==> src/rtl/oefp_pkg.sv <==
// Purpose: Shared constants and types for the output and external-function port.
// Assumes: 25 MHz system clock, APB register access.
// Notes: Register offsets are byte addresses of aligned 32-bit words.
`default_nettype none
package oefp_pkg;
    // ------------------------------------------------------------
    // Register map
    // ------------------------------------------------------------
    localparam logic [7:0] OFS_CTRL = 8'h00;
    localparam logic [7:0] OFS_OPERAND = 8'h04;
    localparam logic [7:0] OFS_FUNC = 8'h08;
    localparam logic [7:0] OFS_STATUS = 8'h0C;
    localparam logic [7:0] OFS_LATCH = 8'h10;

    // ------------------------------------------------------------
    // Field positions
    // ------------------------------------------------------------
    localparam int CTRL_START_POS = 0;
    localparam int CTRL_DESIG_POS = 4;
    localparam int STAT_BUSY_POS = 0;
    localparam int STAT_ORES_POS = 1;
    localparam int STAT_FRES_POS = 2;
    localparam int STAT_REQ_POS = 3;
    localparam int STAT_FPEND_POS = 4;
    localparam int STAT_SLOT_POS = 8;

    // ------------------------------------------------------------
    // Reset values and codes
    // ------------------------------------------------------------
    localparam logic [4:0] SLOT_START = 5'h11;
    localparam logic [2:0] DESIG_WORD_A = 3'h0;
    localparam logic [2:0] DESIG_WORD_B = 3'h4;
    localparam int CHAR_BITS = 6;
    localparam int PUNCH_BITS = 7;
    localparam int WORD_BITS = 24;
    localparam int FUNC_BITS = 15;
    localparam logic [31:0] RD_UNMAPPED = 32'h0000_0000;

    typedef enum logic [2:0] {
        ST_IDLE,
        ST_SHIFT,
        ST_LOAD,
        ST_WAIT,
        ST_EMIT
    } oefp_state_e;

    // Peripheral-facing output group.
    typedef struct packed {
        logic [6:0] latch;
        logic outEnable;
        logic [14:0] funcLines;
        logic funcEnable;
    } oefp_periph_s;
endpackage
`default_nettype wire

==> src/rtl/oefp_port.sv <==
// Purpose: Output channel and external-function command port with APB registers.
// Assumes: Peripheral resume pulses are synchronous one-cycle strobes.
// Notes: Word output sends four six-bit characters, most significant first.
//
// Implementation choices: the APB interface to the registers and the register offsets.
`default_nettype none
module oefp_port #(
    parameter int WORD_W = 24,
    parameter int FUNC_W = 15
) (
    input wire logic clk,
    input wire logic reset,
    input wire logic clkEn,
    input wire logic psel,
    input wire logic penable,
    input wire logic pwrite,
    input wire logic [7:0] paddr,
    input wire logic [31:0] pwdata,
    output logic [31:0] prdata,
    output logic pready,
    output logic pslverr,
    input wire logic outResume,
    input wire logic funcResume,
    output oefp_pkg::oefp_periph_s periph
);
    // ------------------------------------------------------------
    // Bus decode
    // ------------------------------------------------------------
    logic wrAcc;
    logic rdAcc;
    logic mapped;
    logic [2:0] desig_ff;
    logic [WORD_W-1:0] operand_ff;
    logic [FUNC_W-1:0] pointer_ff;
    logic outReq_ff;
    logic outRes_ff;
    logic funcPend_ff;
    logic funcRes_ff;
    logic [6:0] xfer_ff;
    logic [WORD_W-1:0] shift_ff;
    logic [4:0] slot_ff;
    logic wordMode_ff;
    logic [6:0] latch_ff;
    logic outEn_ff;
    logic [FUNC_W-1:0] cmd_ff;
    logic funcEn_ff;
    oefp_pkg::oefp_state_e state_ff;
    logic startOut;
    logic startFunc;
    logic transferNow;
    logic busy;
    logic [2:0] newDesig;

    // Slot tracker shifts its low four stages left with an end-around path from stage 3; the top stage holds.
    // Four steps bring the tracker back to its start, which ends a word.
    function automatic logic [4:0] slotStep(input logic [4:0] s);
        slotStep = {s[4], s[2:0], s[3]};
    endfunction

    // The bus answers in the access cycle; no wait states are inserted.
    // Read data is captured in the setup cycle, so it reflects state one cycle early.
    assign pready = 1'b1;
    assign mapped = (paddr == oefp_pkg::OFS_CTRL) || (paddr == oefp_pkg::OFS_OPERAND)
        || (paddr == oefp_pkg::OFS_FUNC) || (paddr == oefp_pkg::OFS_STATUS)
        || (paddr == oefp_pkg::OFS_LATCH);
    assign pslverr = psel && penable && !mapped;
    assign wrAcc = psel && penable && pwrite && mapped && clkEn;
    assign rdAcc = psel && !penable && !pwrite;
    assign busy = (state_ff != oefp_pkg::ST_IDLE);
    // The designator travels with the start write itself; using the register
    // copy would start with the previous command's designator.
    assign newDesig = pwdata[oefp_pkg::CTRL_DESIG_POS +: 3];
    // A new command is ignored while the previous output is still moving.
    assign startOut = wrAcc && (paddr == oefp_pkg::OFS_CTRL)
        && pwdata[oefp_pkg::CTRL_START_POS] && !busy;
    assign startFunc = wrAcc && (paddr == oefp_pkg::OFS_FUNC) && !funcPend_ff;

    // Writable registers.
    always_ff @(posedge clk or posedge reset) begin
        if (reset) begin
            desig_ff <= 3'h0;
            operand_ff <= '0;
        end else if (wrAcc) begin
            if (paddr == oefp_pkg::OFS_CTRL && !busy)
                desig_ff <= newDesig;
            if (paddr == oefp_pkg::OFS_OPERAND)
                operand_ff <= pwdata[WORD_W-1:0];
        end
    end

    // Read data is registered during the setup cycle.
    always_ff @(posedge clk or posedge reset) begin
        if (reset) begin
            prdata <= oefp_pkg::RD_UNMAPPED;
        end else if (clkEn && rdAcc) begin
            prdata <= oefp_pkg::RD_UNMAPPED;
            unique case (paddr)
                oefp_pkg::OFS_CTRL: prdata <= {25'h0, desig_ff, 4'h0};
                oefp_pkg::OFS_OPERAND: prdata <= {{(32-WORD_W){1'b0}}, operand_ff};
                oefp_pkg::OFS_FUNC: prdata <= {{(32-FUNC_W){1'b0}}, cmd_ff};
                oefp_pkg::OFS_STATUS: prdata <= {19'h0, slot_ff, 3'h0, funcPend_ff,
                    outReq_ff, funcRes_ff, outRes_ff, busy};
                oefp_pkg::OFS_LATCH: prdata <= {25'h0, latch_ff};
                default: prdata <= oefp_pkg::RD_UNMAPPED;
            endcase
        end
    end

    // ------------------------------------------------------------
    // Output sequencer
    // ------------------------------------------------------------
    // transfer gate
    assign transferNow = outReq_ff && outRes_ff;

    // Sequencer steps: copy and shift, load the transfer register, wait for the
    // resume flag, then step the slot tracker or finish.
    always_ff @(posedge clk or posedge reset) begin
        if (reset) begin
            state_ff <= oefp_pkg::ST_IDLE;
            outReq_ff <= 1'b0;
            xfer_ff <= 7'h00;
            shift_ff <= '0;
            slot_ff <= 5'h00;
            wordMode_ff <= 1'b0;
        end else if (clkEn) begin
            unique case (state_ff)
                oefp_pkg::ST_IDLE: begin
                    if (startOut) begin
                        if (newDesig == oefp_pkg::DESIG_WORD_A
                            || newDesig == oefp_pkg::DESIG_WORD_B) begin
                            // load shifter, slot start and step
                            shift_ff <= operand_ff;
                            slot_ff <= slotStep(oefp_pkg::SLOT_START);
                            wordMode_ff <= 1'b1;
                            state_ff <= oefp_pkg::ST_SHIFT;
                        end else begin
                            xfer_ff <= operand_ff[6:0];
                            outReq_ff <= 1'b1;
                            wordMode_ff <= 1'b0;
                            state_ff <= oefp_pkg::ST_WAIT;
                        end
                    end
                end
                oefp_pkg::ST_SHIFT: begin
                    shift_ff <= {shift_ff[WORD_W-oefp_pkg::CHAR_BITS-1:0],
                        shift_ff[WORD_W-1 -: oefp_pkg::CHAR_BITS]};
                    state_ff <= oefp_pkg::ST_LOAD;
                end
                oefp_pkg::ST_LOAD: begin
                    // only six bits reach transfer register
                    xfer_ff <= {1'b0, shift_ff[oefp_pkg::CHAR_BITS-1:0]};
                    outReq_ff <= 1'b1;
                    state_ff <= oefp_pkg::ST_WAIT;
                end
                oefp_pkg::ST_WAIT: begin
                    // A preset flag lets the first character after a clear leave at once.
                    // hold until resume
                    if (transferNow) begin
                        outReq_ff <= 1'b0;
                        state_ff <= oefp_pkg::ST_EMIT;
                    end
                end
                oefp_pkg::ST_EMIT: begin
                    // finish when tracker back at start
                    if (!wordMode_ff || slot_ff == oefp_pkg::SLOT_START) begin
                        state_ff <= oefp_pkg::ST_IDLE;
                    end else begin
                        slot_ff <= slotStep(slot_ff);
                        state_ff <= oefp_pkg::ST_SHIFT;
                    end
                end
                // Unused state codes fall back to idle rather than hang the port.
                default: begin
                    state_ff <= oefp_pkg::ST_IDLE;
                end
            endcase
        end
    end

    // Output resume flag; a pulse arriving with the clear wins.
    always_ff @(posedge clk or posedge reset) begin
        if (reset) begin
            outRes_ff <= 1'b1;
        end else if (clkEn) begin
            if (outResume)
                outRes_ff <= 1'b1;
            else if (transferNow)
                outRes_ff <= 1'b0;
        end
    end

    // Output latch and its one-cycle enable.
    always_ff @(posedge clk or posedge reset) begin
        if (reset) begin
            latch_ff <= 7'h00;
            outEn_ff <= 1'b0;
        end else if (clkEn) begin
            outEn_ff <= 1'b0;
            if (transferNow) begin
                // clear then load low seven bits
                latch_ff <= xfer_ff;
                outEn_ff <= 1'b1;
            end
        end
    end

    // ------------------------------------------------------------
    // External function path
    // ------------------------------------------------------------
    // Pointer capture. A command written while one is pending is dropped,
    // so software must poll the pending flag before writing again.
    always_ff @(posedge clk or posedge reset) begin
        if (reset) begin
            pointer_ff <= '0;
            funcPend_ff <= 1'b0;
        end else if (clkEn) begin
            if (startFunc) begin
                pointer_ff <= pwdata[FUNC_W-1:0];
                funcPend_ff <= 1'b1;
            end else if (funcPend_ff && funcRes_ff) begin
                funcPend_ff <= 1'b0;
            end
        end
    end

    // Function resume flag; a pulse arriving with the clear wins.
    always_ff @(posedge clk or posedge reset) begin
        if (reset) begin
            funcRes_ff <= 1'b1;
        end else if (clkEn) begin
            if (funcResume)
                funcRes_ff <= 1'b1;
            else if (funcPend_ff && funcRes_ff)
                funcRes_ff <= 1'b0;
        end
    end

    // Command latch is overwritten whole, which also clears stale bits.
    // Lines and enable register at one edge, so the code is settled before any
    // peripheral samples it on the enable.
    always_ff @(posedge clk or posedge reset) begin
        if (reset) begin
            cmd_ff <= '0;
            funcEn_ff <= 1'b0;
        end else if (clkEn) begin
            funcEn_ff <= 1'b0;
            if (funcPend_ff && funcRes_ff) begin
                cmd_ff <= pointer_ff;
                funcEn_ff <= 1'b1;
            end
        end
    end

    // ------------------------------------------------------------
    // Peripheral outputs
    // ------------------------------------------------------------
    // continuous presentation
    // digits in octal order, top first
    always_comb begin
        periph.latch = latch_ff;
        periph.outEnable = outEn_ff;
        periph.funcLines = cmd_ff;
        periph.funcEnable = funcEn_ff;
    end
endmodule
`default_nettype wire

==> config.mk <==
export PLATFORM = sky130hd
export DESIGN_NAME = oefp_port
export DESIGN_NICKNAME = d
export VERILOG_FILES = /design/src/rtl/oefp_pkg.sv /design/src/rtl/oefp_port.sv
export SDC_FILE = /design/constraint.sdc
export NUM_CORES = 1
export LEC_CHECK = 0
export BUFFER_PORTS_ARGS = -buffer_cell sky130_fd_sc_hd__buf_4
export CORE_MARGIN = 2
export CORE_UTILIZATION = 35
export CTS_CLUSTER_SIZE = 20
export DETAILED_ROUTE_END_ITERATION = 10
export HOLD_SLACK_MARGIN = 0.1
export PLACE_DENSITY = 0.53
export SETUP_SLACK_MARGIN = 0.3
export SLEW_MARGIN = 30
export SYNTH_ARGS = -nofsm -noshare
export SYNTH_HDL_FRONTEND = slang
export SYNTH_SLANG_ARGS = --single-unit
==> constraint.sdc <==
create_clock -name clk -period 5.9 [get_ports clk]
set_clock_uncertainty 0.1 [all_clocks]
set_input_delay 0.59 -clock clk [delete_from_list [all_inputs] [get_ports clk]]
set_output_delay 0.59 -clock clk [all_outputs]
set_load 0.01 [all_outputs]
# Word-level counts from Yosys, hierarchy flattened

Cells that the tools add are included.
W data, S select, Z words.

Register bits: 142
Word-level logic and storage cells: 115

Eq/ne operators: 15
Reduce and logical (&&, ||, !) cells: 54
Mux-type cells: 27
Bitwise logic cells: 1

Operators with widths:

| operator             | count |
|---|---|
| $pmux W24 S5         | 1 |
| $mux W24             | 2 |
| $pmux W24 S2         | 1 |
| $eq A8 B4 Y1 const B | 2 |
| $logic_and A1 B1 Y1  | 16 |
| $reduce_and A2 Y1    | 8 |
| $pmux W3 S5          | 1 |
| $reduce_and A5 Y1    | 3 |
| $mux W7              | 2 |
| $pmux W7 S2          | 1 |
| $reduce_bool A2 Y1   | 6 |
| $mux W1              | 11 |
| $mux W5              | 2 |
| $ne A2 B2 Y1 const B | 5 |
| $pmux W5 S2          | 1 |
| $eq A8 B3 Y1 const B | 1 |
| $eq A8 B5 Y1 const B | 1 |
| $logic_not A8 Y1     | 1 |
| $reduce_and A4 Y1    | 2 |
| $eq A3 B2 Y1 const B | 2 |
| $eq A3 B3 Y1 const B | 2 |
| $logic_not A1 Y1     | 6 |
| $logic_not A3 Y1     | 2 |
| $logic_or A1 B1 Y1   | 6 |
| 9 further kinds      | 12 |

# Depth between registers and ports, before layout

Word-level depth: 12
Mapped depth: 9
Gate-level depth less buffers: 5

# Least setup slack after synthesis

No wires, ideal clock.

Path kind: input to register
From: input paddr[4]
To: register operand_ff[10]
Stages on the path: 8
Required time: 5.675 ns
Data arrival time: 2.645 ns
Setup slack: 3.029 ns
Cells stage by stage: buf_6 > or4_4 > or3_1 > buf_2 > or3b_1 > buf_6 > buf_12 > mux2_4

Longest elaborated chain between the ends: 8

Ends and longest elaborated chain:

| element                                          | line                             | RTL |
|---|---|---|
| from (decl)                                      | oefp_port.sv:17                  | `input wire logic [7:0] paddr,` |
| $eq A8 B3 Y1 or $logic_not A8 Y1 (tied branches) | oefp_port.sv:63, oefp_port.sv:86 |  |
| $logic_or A1 B1 Y1                               | oefp_port.sv:63                  | `assign mapped = (paddr == oefp_pkg::OFS_CTRL) \|\| (paddr == oefp_pkg::OFS_OPERAND)` |
| $logic_or A1 B1 Y1 (2 in a row)                  | oefp_port.sv:64                  | `\|\| (paddr == oefp_pkg::OFS_FUNC) \|\| (paddr == oefp_pkg::OFS_STATUS)` |
| $logic_or A1 B1 Y1                               | oefp_port.sv:65                  | `\|\| (paddr == oefp_pkg::OFS_LATCH);` |
| $logic_and A1 B1 Y1 (2 in a row)                 | oefp_port.sv:67                  | `assign wrAcc = psel && penable && pwrite && mapped && clkEn;` |
| $reduce_and A2 Y1 (no line) *                    | -                                |  |
| to (signal assigned)                             | oefp_port.sv:87                  | `operand_ff <= pwdata[WORD_W-1:0];` |
| to (decl)                                        | oefp_port.sv:33                  | `logic [WORD_W-1:0] operand_ff;` |

Every way passes the cells marked *; elsewhere a longest branch is shown, timed or not.
A chain may end at the register's enable or synchronous reset.

# Final worst setup path

From: input paddr[3]
To: output pslverr

Longest elaborated chain between the ends: 7

Ends and longest elaborated chain:

| element                                          | line            | RTL |
|---|---|---|
| $eq A8 B3 Y1 or $logic_not A8 Y1 (tied branches) | oefp_port.sv:63 |  |
| $logic_or A1 B1 Y1                               | oefp_port.sv:63 |  |
| $logic_or A1 B1 Y1 (2 in a row)                  | oefp_port.sv:64 |  |
| $logic_or A1 B1 Y1 *                             | oefp_port.sv:65 |  |
| $logic_not A1 Y1 *                               | oefp_port.sv:66 | `assign pslverr = psel && penable && !mapped;` |
| $logic_and A1 B1 Y1 *                            | oefp_port.sv:66 |  |
| to (decl)                                        | oefp_port.sv:21 | `output logic pslverr,` |

Marked as above.

==> reports/results.tsv <==
stage	metric	value	unit
global_route	gr usage total	16.8	%
final_layout	area grow syn2layout	24.6	%
power	internal power	2.08	mW
route	antenna-violating nets left	0	
sta	RSZ-0062 raised after global routing	no	
clock_tree	htree depth	4	
run_status	status	complete, no violations	
synthesis	Avg Inst Size Synth	12.1	um^2
route	DRC	0	
route	Iter 0 DRT Violations	222	
sta	Setup Viol. Count Final	0	
die	Starting Density	35.9	%
global_route	initial antenna violation count	0	
final_layout	final instance area	0.00748	mm^2
synthesis	Yosys cell types	47	
sta	crit share post-route	56.0	%
clock_tree	CTS resizes	0	
synthesis	Yosys warnings	0	
synthesis	Synth Instances	495	
clock_tree	# Post-CTS Setup Buffers	0	
power	Logic pwr share	15.3	%
route	final wirelength	14.5	mm
synthesis	FF+latch count, synth	134	
power	VDD IR-drop max	226	uV
worst_setup_path	Startpoint Class	input pin	
global_route	global-route wire length before repair	23.5	mm
sta	slew margin rel.	41.3	%
placement	placed instance area	0.00680	mm^2
worst_setup_path	Arr. time, crit path	2.61	ns
power	Pwr Density	378	mW/mm^2
worst_setup_path	Critical Path Fanout Max	14	
power	Leakage	3.63	nW
synthesis	sequential area share after synthesis	55.9	%
sta	Hold WS	0.223	ns
die	die span in x	135	um
clock_tree	root buf cell	clkbuf_16	
placement	Detailed Place HPWL	9.95	mm
sta	slack of the critical path	2.60	ns
clock_tree	clock latency on the worst-skew pair	0.41	ns
global_route	total congestion overflow	0	
placement	RD Place Congestion	0.756	
die	die area	0.0182	mm^2
run	max-cap viol count	0	
global_route	met1 GRT Util	23.7	%
power	Switching Share	26.3	%
power	overall power	2.83	mW
sta	Final Hold Fails	0	
final_layout	layout cells sized above 1	35.1	%
route	routed via count	4032	
clock_tree	clk buf depth	2	
route	iteration count of the initial detailed-routing pass	5	
die	row count	47	
placement	Placed Instances	779	
global_route	largest net degree at the start of global routing	73	
global_route	met3 usage	4.65	%
global_route	grt met2 use	25.4	%
sta	fmax	303	MHz
power	Clock Power Share	42.7	%
sta	Slew @ Worst Pin	0.881	ns
die	area of the core	0.0167	mm^2
clock_tree	TritonCTS buffer count	17	
final_layout	fillcell total	1535	
synthesis	dominant synthesized flop cell	dfrtp_1	
final_layout	Layout Nets	626	
placement	Setup WS pre-CTS	2.34	ns
final_layout	Antenna diodes	0	
synthesis	Synth async-reset ratio	100	%
route	wire per inst	17.9	um
worst_setup_path	Worst setup EP type	primary output	
clock_tree	CTS tree	done	
placement	Port Buf Inserts	88	
power	sw power	0.742	mW
clock_tree	cts hold-fix bufs	0	
global_route	vias in the first global route	4210	
die	Ports	106	
sta	min Tclk post-route	3.30	ns
synthesis	Syn Std Cell Area	0.00600	mm^2
sta	setup TNS	0	ns
synthesis	Post-synth EDFFs	0	
clock_tree	clock sinks	134	
final_layout	fin cells	809	
clock_tree	clk slew on worst S/H paths	0.05	ns
worst_setup_path	Crit path required time	5.21	ns
global_route	layer with the highest usage	met2	
die	chip height	135	um
sta	fin. max-slew vios	0	
final_layout	fin util	44.8	%
worst_hold_path	worst min-delay path category	in -> async	
route	Vias/cell	4.98	
power	Reg power frac	42.0	%
worst_setup_path	critical path type	in -> out	
==> cell families after synthesis <==
| group | Yosys count | synth area share (%) |
|---|---|---|
| compound gates | 96 | 10.5 |
| buf+inv | 49 | 4.48 |
| flops | 134 | 55.9 |
| mux | 109 | 20.8 |
| other cells | 2 | 0.125 |
| simple gates | 105 | 8.26 |
==> Yosys cell counts (3+ instances only) <==
library cell    n  area share (%)
a21boi_0        4            0.50
a21oi_1         7            0.58
a22o_1         11             1.6
a22oi_1        15             1.9
a2bb2oi_1       4            0.58
buf_4          11             1.4
clkbuf_1       21             1.3
dfrtp_1       132              55
inv_1          11            0.69
mux2_2         52             9.8
mux2_4         18             4.5
mux2i_1        39             6.5
nand2_1        57             3.6
nand3_1         5            0.42
nor2_1         15            0.94
nor2b_1         3            0.31
nor3_1          6            0.50
o21ai_0        41             3.4
o22a_1          3            0.44
o31ai_1         3            0.38
or4_1           3            0.38
==> power by group through the flow <==
stage          Clock, mW  Sequential [mW]  Combinational (mW)
2_1_floorplan          0             1.15               0.334
3_3_place_gp           0             1.20               0.428
3_5_place_dp           0             1.20               0.436
4_1_cts             1.23             1.19               0.438
5_1_grt             1.27             1.21               0.487
6_report            1.21             1.19               0.432
==> metal layers <==
layer	part of all wire, %	vias up
li1	-	1915
met1	48	2012
met2	45	89
met3	5.2	16
met4	1.3	0
met5	0	-
==> critical path, cell delays in order <==
cell	delay, ns
buf_4	0.18
or4_1	0.58
or4_1	0.53
nor2_1	0.45
nor3_1	0.12
buf_4	0.17
==> area by class of cell <==
type                            instances  area, um^2  share of cell area, %
Sequential cell                       134        3360                   44.9
Multi-Input combinational cell        319        2420                   32.3
Tap cell                              220         275                   3.68
Timing Repair Buffer                   95         717                   9.59
Clock buffer                           21         470                   6.29
Inverter                               11        43.8                  0.586
Clock inverter                          9         198                   2.64
==> placed cells by master (no fill, tap or decap), drive strengths merged, types with 3 or more instances in the layout <==
master and count:
mux2i 39, clkbuf 21, o31ai 3, dfrtp 132, inv 11, nor2b 3
buf 95, a22oi 15, a2bb2oi 4, nand2 57, nor2 16, nand3 5
bufinv 6, or4 4, a21boi 4, nor3 6, o21ai 41, conb 9
mux2 70, a22o 11, a21oi 7, o22a 3
==> final timing paths <==
| check | startpoint | endpoint | slack [ns] | cells after the start |
|---|---|---|---|---|
| setup / recovery | paddr[3] | pslverr | 2.60 | 6 |
| hold / removal | reset | operand_ff[1]$_DFFE_PP0P_ | 0.22 | 2 |
| setup reg to reg | state_ff[2]$_DFFE_PP0P_ | slot_ff[1]$_DFFE_PP0P_ | 3.47 | 5 |
| hold reg to reg | shift_ff[7]$_DFFE_PP0P_ | shift_ff[7]$_DFFE_PP0P_ | 0.38 | 2 |
| max in group asynchronous | reset | prdata[16]$_DFFE_PP0P_ | 4.32 | 3 |
| min in group clk | pwdata[19] | operand_ff[19]$_DFFE_PP0P_ | 0.31 | 2 |
==> registers in the layout (all words and copies together) (netlist names), 3 cells and up <==
register / flops
shift_ff: 24
pointer_ff: 15
operand_ff: 24
prdata: 24
slot_ff: 5
latch_ff: 7
state_ff: 3
desig_ff: 3
cmd_ff: 15
xfer_ff: 7
Power figures use the tool's default switching activity.
